### config.mk
export PLATFORM = sky130hd
export DESIGN_NAME = brbc_regs
export DESIGN_NICKNAME = d
export VERILOG_FILES = /design/src/core/brbc_pkg.sv /design/src/core/brbc_regs.sv /design/src/core/brbc_area_decode.sv
export SDC_FILE = /design/constraint.sdc
export NUM_CORES = 1
export LEC_CHECK = 0
export ABC_CLOCK_PERIOD_IN_PS = 2090
export BUFFER_PORTS_ARGS = -buffer_cell sky130_fd_sc_hd__buf_2
export CAP_MARGIN = 25
export CORE_MARGIN = 1.5
export CORE_UTILIZATION = 42
export CTS_CLUSTER_DIAMETER = 120
export CTS_CLUSTER_SIZE = 28
export DETAILED_ROUTE_END_ITERATION = 10
export PLACE_DENSITY = 0.78
export REMOVE_ABC_BUFFERS = 1
export SLEW_MARGIN = 20
export SYNTH_ARGS = -nofsm -noshare
export SYNTH_HDL_FRONTEND = slang
export SYNTH_SLANG_ARGS = --single-unit
### constraint.sdc
create_clock -name core_clk -period 2.09 [get_ports core_clk]
set_clock_uncertainty 0.05 [all_clocks]
set_input_delay 0 -clock core_clk [delete_from_list [all_inputs] [get_ports core_clk]]
set_output_delay 0 -clock core_clk [all_outputs]
set_load 0.01 [all_outputs]
### src/core/brbc_pkg.sv
// Constants, types and helper functions shared by the bus release and bus control block.
package brbc_pkg;

	// ------------------------------------------------------------
	// Register map and reset values
	// ------------------------------------------------------------
	localparam logic [7:0] BRBC_IDX_RELEASE = 8'h00;
	localparam logic [7:0] BRBC_IDX_CONTROL = 8'h01;
	localparam logic [7:0] BRBC_RD_NONE = 8'h00;
	localparam logic [7:0] BRBC_REL_RST_NARROW = 8'hfe;
	localparam logic [7:0] BRBC_REL_RST_WIDE = 8'hee;
	localparam logic [7:0] BRBC_CTL_RST = 8'hc6;
	localparam logic [7:0] BRBC_REL_ONES = 8'h0e;
	localparam logic [7:0] BRBC_CTL_ONES = 8'h04;

	// ------------------------------------------------------------
	// Field positions
	// ------------------------------------------------------------
	localparam int BRBC_A23 = 7;
	localparam int BRBC_A22 = 6;
	localparam int BRBC_A21 = 5;
	localparam int BRBC_A20 = 4;
	localparam int BRBC_REL_EN = 0;
	localparam int BRBC_IDLE_AREA = 7;
	localparam int BRBC_IDLE_RW = 6;
	localparam int BRBC_DIV_SEL = 1;
	localparam int BRBC_WAIT_EN = 0;

	// ------------------------------------------------------------
	// Operating modes and area map
	// ------------------------------------------------------------
	localparam logic [2:0] BRBC_MODE1 = 3'h1;
	localparam logic [2:0] BRBC_MODE2 = 3'h2;
	localparam logic [2:0] BRBC_MODE3 = 3'h3;
	localparam logic [2:0] BRBC_MODE4 = 3'h4;
	localparam logic [2:0] BRBC_MODE5 = 3'h5;
	localparam int BRBC_SMALL_MSB = 19;
	localparam int BRBC_LARGE_MSB = 23;
	localparam logic [23:0] BRBC_AREA2_BASE = 24'h400000;
	localparam logic [23:0] BRBC_AREA3_BASE = 24'hc00000;
	localparam logic [23:0] BRBC_AREA4_BASE = 24'he00000;
	localparam logic [23:0] BRBC_AREA5_BASE = 24'hff90ea;
	localparam logic [23:0] BRBC_AREA6_BASE = 24'hffa0ea;
	localparam logic [23:0] BRBC_AREA7_BASE = 24'hffffea;

	// ------------------------------------------------------------
	// Types
	// ------------------------------------------------------------
	typedef enum logic [2:0] {
		BRBC_ST_IDLE = 3'b000,
		BRBC_ST_GAP = 3'b001,
		BRBC_ST_T1 = 3'b010,
		BRBC_ST_T2 = 3'b011,
		BRBC_ST_REL = 3'b100
	} brbc_state_t;

	typedef struct packed {
		logic write;
		logic [23:0] addr;
	} brbc_req_t;

	// ------------------------------------------------------------
	// Mode helpers
	// ------------------------------------------------------------
	function automatic logic brbc_large_mode(input logic [2:0] m);
		return (m == BRBC_MODE3) || (m == BRBC_MODE4) || (m == BRBC_MODE5);
	endfunction

	function automatic logic brbc_wide_reset(input logic [2:0] m);
		return (m == BRBC_MODE3) || (m == BRBC_MODE4);
	endfunction

endpackage

### src/core/brbc_regs.sv
// Bus release and bus control registers with the external cycle sequencer they steer.
// What this block does
// - The release register resets to fe, or ee in modes 3 and 4, and survives soft standby.
// - A zero in an upper address enable bit turns port A pin 4, 5 or 6 into address 23, 22, 21.
// - Outside modes 3, 4 and 5 writes to the address 23 to 21 enables are ignored.
// - The address 20 enable drives pin 7 when zero, resets by mode and is writable in mode 5.
// - Bits 3 to 1 of the release register ignore writes and read as one.
// - With release disabled the bus is never handed over and the release pins are port pins.
// - The bus control register resets to c6 and survives soft standby.
// - One idle state separates back-to-back reads of different areas when enabled.
// - One idle state separates a read from a following write when enabled.
// - Bit 2 of the bus control register always reads as one.
// - The division select acts only in modes 3 to 5; when one all areas are 2 Mbytes.
// - With the wait pin enabled an asserted wait input stretches the external cycle.
`timescale 1ns/1ps
module brbc_regs
	import brbc_pkg::*;
(
	input wire logic core_clk,
	input wire logic rst,
	input wire logic hw_standby,
	input wire logic [2:0] mode,
	input wire logic [7:0] reg_addr,
	input wire logic [7:0] reg_wdata,
	input wire logic reg_wr,
	input wire logic reg_rd,
	output logic [7:0] reg_rdata,
	input wire logic cyc_valid,
	input wire brbc_req_t cyc_req,
	input wire logic [15:0] cyc_wdata,
	output logic cyc_ready,
	output logic cyc_done,
	output logic [15:0] cyc_rdata,
	output logic [23:0] ext_addr,
	output logic [15:0] ext_data_out,
	output logic ext_data_oe,
	input wire logic [15:0] ext_data_in,
	output logic ext_rd_n,
	output logic ext_wr_n,
	output logic ext_bus_oe,
	input wire logic wait_in_n,
	input wire logic bus_request_in_n,
	output logic bus_ack_n,
	output logic porta_pin4_is_addr,
	output logic porta_pin5_is_addr,
	output logic porta_pin6_is_addr,
	output logic porta_pin7_is_addr,
	output logic release_pins_are_port,
	output logic wait_pin_is_port
);

	// ------------------------------------------------------------
	// Registers
	// ------------------------------------------------------------
	logic [2:0] mode_q;
	logic [7:0] bus_release_control;
	logic [7:0] bus_control;
	logic wr_release;
	logic wr_control;

	assign wr_release = reg_wr && (reg_addr == BRBC_IDX_RELEASE);
	assign wr_control = reg_wr && (reg_addr == BRBC_IDX_CONTROL);

	// Straps are caught during reset so a later pin glitch cannot move the map.
	always_ff @(posedge core_clk) begin
		if (rst || hw_standby) begin
			mode_q <= mode;
		end
	end

	// Soft standby has no port here, so nothing but reset and hardware standby clears state.
	always_ff @(posedge core_clk) begin
		if (rst || hw_standby) begin
			bus_release_control <= brbc_wide_reset(mode) ? BRBC_REL_RST_WIDE :
				BRBC_REL_RST_NARROW;
		end else if (wr_release) begin
			if (brbc_large_mode(mode_q)) begin
				bus_release_control[BRBC_A23:BRBC_A21] <= reg_wdata[BRBC_A23:BRBC_A21];
			end
			if (mode_q == BRBC_MODE5) begin
				bus_release_control[BRBC_A20] <= reg_wdata[BRBC_A20];
			end
			bus_release_control[BRBC_REL_EN] <= reg_wdata[BRBC_REL_EN];
		end
	end

	// Bits 5 to 3 are stored as written; keeping them zero is left to software.
	always_ff @(posedge core_clk) begin
		if (rst || hw_standby) begin
			bus_control <= BRBC_CTL_RST;
		end else if (wr_control) begin
			bus_control <= reg_wdata | BRBC_CTL_ONES;
		end
	end

	// ------------------------------------------------------------
	// Register read port
	// ------------------------------------------------------------
	always_ff @(posedge core_clk) begin
		if (rst) begin
			reg_rdata <= BRBC_RD_NONE;
		end else if (reg_rd && reg_addr == BRBC_IDX_RELEASE) begin
			reg_rdata <= bus_release_control | BRBC_REL_ONES;
		end else if (reg_rd && reg_addr == BRBC_IDX_CONTROL) begin
			reg_rdata <= bus_control | BRBC_CTL_ONES;
		end else begin
			reg_rdata <= BRBC_RD_NONE;
		end
	end

	// ------------------------------------------------------------
	// Pin function selects
	// ------------------------------------------------------------
	logic large_map;
	logic idle_between_area_reads;
	logic idle_between_read_write;
	logic wait_pin_enable;
	logic bus_release_enable;

	assign large_map = brbc_large_mode(mode_q);
	assign idle_between_area_reads = bus_control[BRBC_IDLE_AREA];
	assign idle_between_read_write = bus_control[BRBC_IDLE_RW];
	assign wait_pin_enable = bus_control[BRBC_WAIT_EN];
	assign bus_release_enable = bus_release_control[BRBC_REL_EN];

	assign porta_pin4_is_addr = large_map && !bus_release_control[BRBC_A23];
	assign porta_pin5_is_addr = large_map && !bus_release_control[BRBC_A22];
	assign porta_pin6_is_addr = large_map && !bus_release_control[BRBC_A21];
	assign porta_pin7_is_addr = !bus_release_control[BRBC_A20];
	assign release_pins_are_port = !bus_release_enable;
	assign wait_pin_is_port = !wait_pin_enable;

	// ------------------------------------------------------------
	// External cycle sequencer
	// ------------------------------------------------------------
	brbc_state_t state;
	brbc_state_t next_state;
	brbc_req_t cur;
	brbc_req_t next_req;
	logic [2:0] req_area;
	logic [2:0] cur_area;
	logic [2:0] prev_area;
	logic prev_read;
	logic release_take;
	logic accept;
	logic gap_need;
	logic stretch;
	logic cyc_end;
	logic in_cyc;

	brbc_area_decode u_area (
		.addr(cyc_req.addr),
		.mode(mode_q),
		.division(bus_control[BRBC_DIV_SEL]),
		.area(req_area)
	);

	assign release_take = bus_release_enable && !bus_request_in_n;
	assign cyc_ready = (state == BRBC_ST_IDLE) && !release_take;
	assign accept = cyc_ready && cyc_valid;
	assign stretch = wait_pin_enable && !wait_in_n;
	assign cyc_end = (state == BRBC_ST_T2) && !stretch;
	assign next_req = accept ? cyc_req : cur;

	always_comb begin
		gap_need = 1'b0;
		if (prev_read && !cyc_req.write && idle_between_area_reads
			&& req_area != prev_area) begin
			gap_need = 1'b1;
		end
		if (prev_read && cyc_req.write && idle_between_read_write) begin
			gap_need = 1'b1;
		end
	end

	always_comb begin
		next_state = state;
		case (state)
			BRBC_ST_IDLE: begin
				if (release_take) begin
					next_state = BRBC_ST_REL;
				end else if (cyc_valid) begin
					next_state = gap_need ? BRBC_ST_GAP : BRBC_ST_T1;
				end
			end
			BRBC_ST_GAP: begin
				next_state = BRBC_ST_T1;
			end
			BRBC_ST_T1: begin
				next_state = BRBC_ST_T2;
			end
			BRBC_ST_T2: begin
				if (!stretch) begin
					next_state = BRBC_ST_IDLE;
				end
			end
			BRBC_ST_REL: begin
				if (bus_request_in_n) begin
					next_state = BRBC_ST_IDLE;
				end
			end
			default: begin
				next_state = BRBC_ST_IDLE;
			end
		endcase
	end

	always_ff @(posedge core_clk) begin
		if (rst) begin
			state <= BRBC_ST_IDLE;
		end else begin
			state <= next_state;
		end
	end

	always_ff @(posedge core_clk) begin
		if (rst) begin
			cur <= '0;
			cur_area <= '0;
			ext_addr <= '0;
			ext_data_out <= '0;
		end else if (accept) begin
			cur <= cyc_req;
			cur_area <= req_area;
			ext_addr <= cyc_req.addr;
			ext_data_out <= cyc_wdata;
		end
	end

	// Any idle clock between cycles breaks the back-to-back chain.
	always_ff @(posedge core_clk) begin
		if (rst) begin
			prev_read <= 1'b0;
			prev_area <= '0;
		end else if (cyc_end) begin
			prev_read <= !cur.write;
			prev_area <= cur_area;
		end else if (state == BRBC_ST_IDLE && !accept) begin
			prev_read <= 1'b0;
		end
	end

	assign in_cyc = (next_state == BRBC_ST_T1) || (next_state == BRBC_ST_T2);

	always_ff @(posedge core_clk) begin
		if (rst) begin
			ext_rd_n <= 1'b1;
			ext_wr_n <= 1'b1;
			ext_data_oe <= 1'b0;
			ext_bus_oe <= 1'b1;
			bus_ack_n <= 1'b1;
		end else begin
			ext_rd_n <= !(in_cyc && !next_req.write);
			ext_wr_n <= !(in_cyc && next_req.write);
			ext_data_oe <= in_cyc && next_req.write;
			ext_bus_oe <= next_state != BRBC_ST_REL;
			bus_ack_n <= next_state != BRBC_ST_REL;
		end
	end

	always_ff @(posedge core_clk) begin
		if (rst) begin
			cyc_done <= 1'b0;
			cyc_rdata <= '0;
		end else begin
			cyc_done <= cyc_end;
			if (cyc_end && !cur.write) begin
				cyc_rdata <= ext_data_in;
			end
		end
	end
endmodule // brbc_regs

### src/core/brbc_area_decode.sv
// Area number decoder for an external address under the current mode and division.
`timescale 1ns/1ps
module brbc_area_decode
	import brbc_pkg::*;
(
	input wire logic [23:0] addr,
	input wire logic [2:0] mode,
	input wire logic division,
	output logic [2:0] area
);

	always_comb begin
		if (mode == BRBC_MODE1 || mode == BRBC_MODE2) begin
			area = addr[BRBC_SMALL_MSB -: 3];
		end else if (!brbc_large_mode(mode) || division) begin
			area = addr[BRBC_LARGE_MSB -: 3];
		end else if (addr < BRBC_AREA2_BASE) begin
			area = addr[BRBC_LARGE_MSB -: 3];
		end else if (addr < BRBC_AREA3_BASE) begin
			area = 3'h2;
		end else if (addr < BRBC_AREA4_BASE) begin
			area = 3'h3;
		end else if (addr < BRBC_AREA5_BASE) begin
			area = 3'h4;
		end else if (addr < BRBC_AREA6_BASE) begin
			area = 3'h5;
		end else if (addr < BRBC_AREA7_BASE) begin
			area = 3'h6;
		end else begin
			area = 3'h7;
		end
	end

endmodule // brbc_area_decode

==> results.cfg <==
[placed_design]
routabilityCongestion = 0.868
placement.io_buffers = 159
hpwl_um = 6730

[synthesis]
dominantRegCellSynth = dfxtp_1
synth_area_um2 = 3900
synth_cell_types = 43
synth_area_leader_cell = dfxtp_1
synthTopCellsByArea = dfxtp_1 45%, nand2_1 12%, a21oi_1 8.3%
seq_area_frac_synth_pct = 50.8
synth_enable_flop_cells = 8
synth_common_cells = 125 x nand2_1, 87 x dfxtp_1, 65 x a21oi_1, 30 x nor2_1, 25 x buf_4
netlist.area_leader.share_pct = 44.6
synth_warnings = 0
asyncSetResetFlopFracSynth_pct = 0
avgSynthCellArea_um2 = 8.37
post_synth_inst_count = 466
synth.ff_latch_count = 95
post-synth-top-count-cell = nand2_1

[worst_setup_path]
critical-path-slowest-cell = or4_4
worstSetupEndpointType = flop
required_ps = 2290
critPathArrivalTime_ps = 2290
critical_path_depth = 9
worst_setup_path_start_kind = primary input
timing.critical_path.cells = dlygate4sd3_1, buf_2, or4_4, o21ba_2, mux2i_1, o211ai_2, xnor2_2, a41o_2, and3_4
critical_path.n_buffers_inverters = 2
timing.reg2reg.worst_path_depth = 7
critPathTopFamily = compound AO/OA/AOI/OAI gates
critPathMaxFanout = 4
crit_type = primary input to flop
crit_path_max_incr_delay_ps = 550

[floorplan]
boundaryPins = 161
floorplan.core_area_um2 = 8850
starting_density_of_the_core_pct = 44.1
die_width_um = 99.4
std_cell_rows = 34
die_outline_area_um2 = 9880
fp.dieH_um = 99.4

[grt]
global_route.usage.total_pct = 21.6
grt_start_max_net_pins = 56
antenna_found_initial = 0
global_route.overflow_total = 0
via_count_of_the_first_global_routing_pass = 3795
grt_first_pass_wirelength_um = 17200

[power_and_ir_drop]
power.static_leakage_nw = 2.61
vdd.ir_drop.worst_v = 0.000368
power_density_nw_per_um2 = 736

[layout]
num-nets-final = 759
syn_to_final_growth_pct = 45.0
post_route_cells_drive_above_1_share_pct = 29.4
utilization_after_layout_pct = 63.9
num_antenna_cells = 0

[sta]
setup_viol = 0
slew_violations = 0
hold_ws_ps = 62.8
setup_repair_after_global_routing_missed_its_margin = true
number_of_hold_violations_in_the_final_report = 0
timing.final.crit_share_pct = 99.5
fmaxAchievable_ghz = 0.481
post-route-min-period_ps = 2080
relSlewSlack_pct = 64.0
worstMarginPinSlew_ps = 540

[clock_tree]
htree_levels = 3
clock_tree.root_cell = clkbuf_8
worst_skew_pair_later_pin_latency_ps = 350
clock_sinks = 95
clock_tree.buffer_depth = 2
clk_pin_slew_worst_paths_ps = 90
tritoncts_clock_tree = built
cts_made_buffers = 9

[job]
max_cap_violations = 0

[status]
run_status = completed

[route]
drtPass1Iterations = 5
drc = 0
drt_first_iter_violations = 178
antenna_violating_nets_post_route = 0
vias_per_cell = 4.93
drt-wirelength-per-cell_um = 13.7
drt-total-wl_um = 10800
vias = 3887

[hold_path]
hp-class = primary input to flop
worst_hold_path.num_cells = 3
[repair_timing]
action                     in CTS  in global routing
hold endpoints to repair       78                  0
pin swaps                       0                  8
gates resized for setup         1                  5
hold buffers                   74                  0
buffers inserted                0                  1
setup endpoints to repair       2                  5
[metrics by stage]
stage               power, mW  instance area [um^2]  TNS [ps]  cells  setup slack [ps]
floorplan                2.41                  3620     -8800    418              -470
global placement         2.73                  4660         0    697              40.1
detailed placement       2.75                  4660         0    697              14.7
CTS                      4.19                  5630         0    787              2.89
global route             4.38                  5660      -130    788             -46.8
finish                   4.16                  5660         0    788              9.48
[final timing paths]
| kind | from | endpoint | slack [ps] |
|---|---|---|---|
| min | reg_rd | reg_rdata[1]$_SDFF_PP0_ | 60 |
| max | cyc_req[8] | ext_data_oe$_SDFF_PP0_ | 9 |
| max reg2reg | mode_q[2]$_DFFE_PN_ | ext_data_oe$_SDFF_PP0_ | 20 |
| min reg2reg | cyc_rdata[0]$_SDFFE_PP0P_ | cyc_rdata[0]$_SDFFE_PP0P_ | 410 |
[flip-flops by register name, indices dropped and copies added (netlist names)]
name and flops:
state 3, ext_rd_n 1, cur_area 3, ext_wr_n 1, prev_read 1, bus_control 7
bus_ack_n 1, bus_release_control 5, cyc_rdata 16, reg_rdata 8, ext_data_out 16, prev_area 3
mode_q 3, cur 25, ext_data_oe 1, cyc_done 1
[power breakdown]
group / switching [mW] / internal (mW) / total, mW
Clock: 0.623 / 0.697 / 1.32
Combinational: 0.438 / 0.384 / 0.822
Sequential: 0.0629 / 1.96 / 2.02
Total: 1.12 / 3.04 / 4.16
[per-layer routing]
layer  up-vias  wire (um)  global-route usage (%)
met5         -          0                       0
met4         0        272                    7.58
li1       1947          -                       -
met2       172       5420                    40.0
met3        31        690                    4.99
met1      1737       4400                    24.1
[area by class of cell]
type	count	area, um^2
fillers	702	3190
clock buffers	13	180
multi-input cells	308	1610
flip-flops and latches	95	1980
repair buffers	246	1650
clock inverters	3	47.5
well taps	108	135
inverters	15	56.3
[placed cells by master (no fill, tap or decap), types with 3 or more instances in the layout]
cell and instances:
dfxtp_1 87, nand3_1 9, or3_1 3, or2_2 3, nor4_1 3, a21oi_1 64, dlygate4sd3_1 74, nand3b_1 4
buf_4 12, inv_1 15, mux2i_1 18, o21ai_0 6, nor2_1 30, nand4_1 3, buf_2 159, edfxtp_1 8
nand2_1 125, nor3_1 4, and2_1 4, clkbuf_8 11
[cells by family after synthesis]
group	synth area share, %
simple gates	21.9
mux	4.91
compound gates	13.2
buf+inv	8.56
xor+xnor	0.673
flops	50.8
[worst reg2reg max path, stage by stage (launching register included)]
cell and delay (ps):
edfxtp_1 390, nand3b_1 240, a2111o_1 450, a41o_1 210, o211ai_2 100, xnor2_2 100
a41o_2 280, and3_4 150
Power figures use the tool's default switching activity.
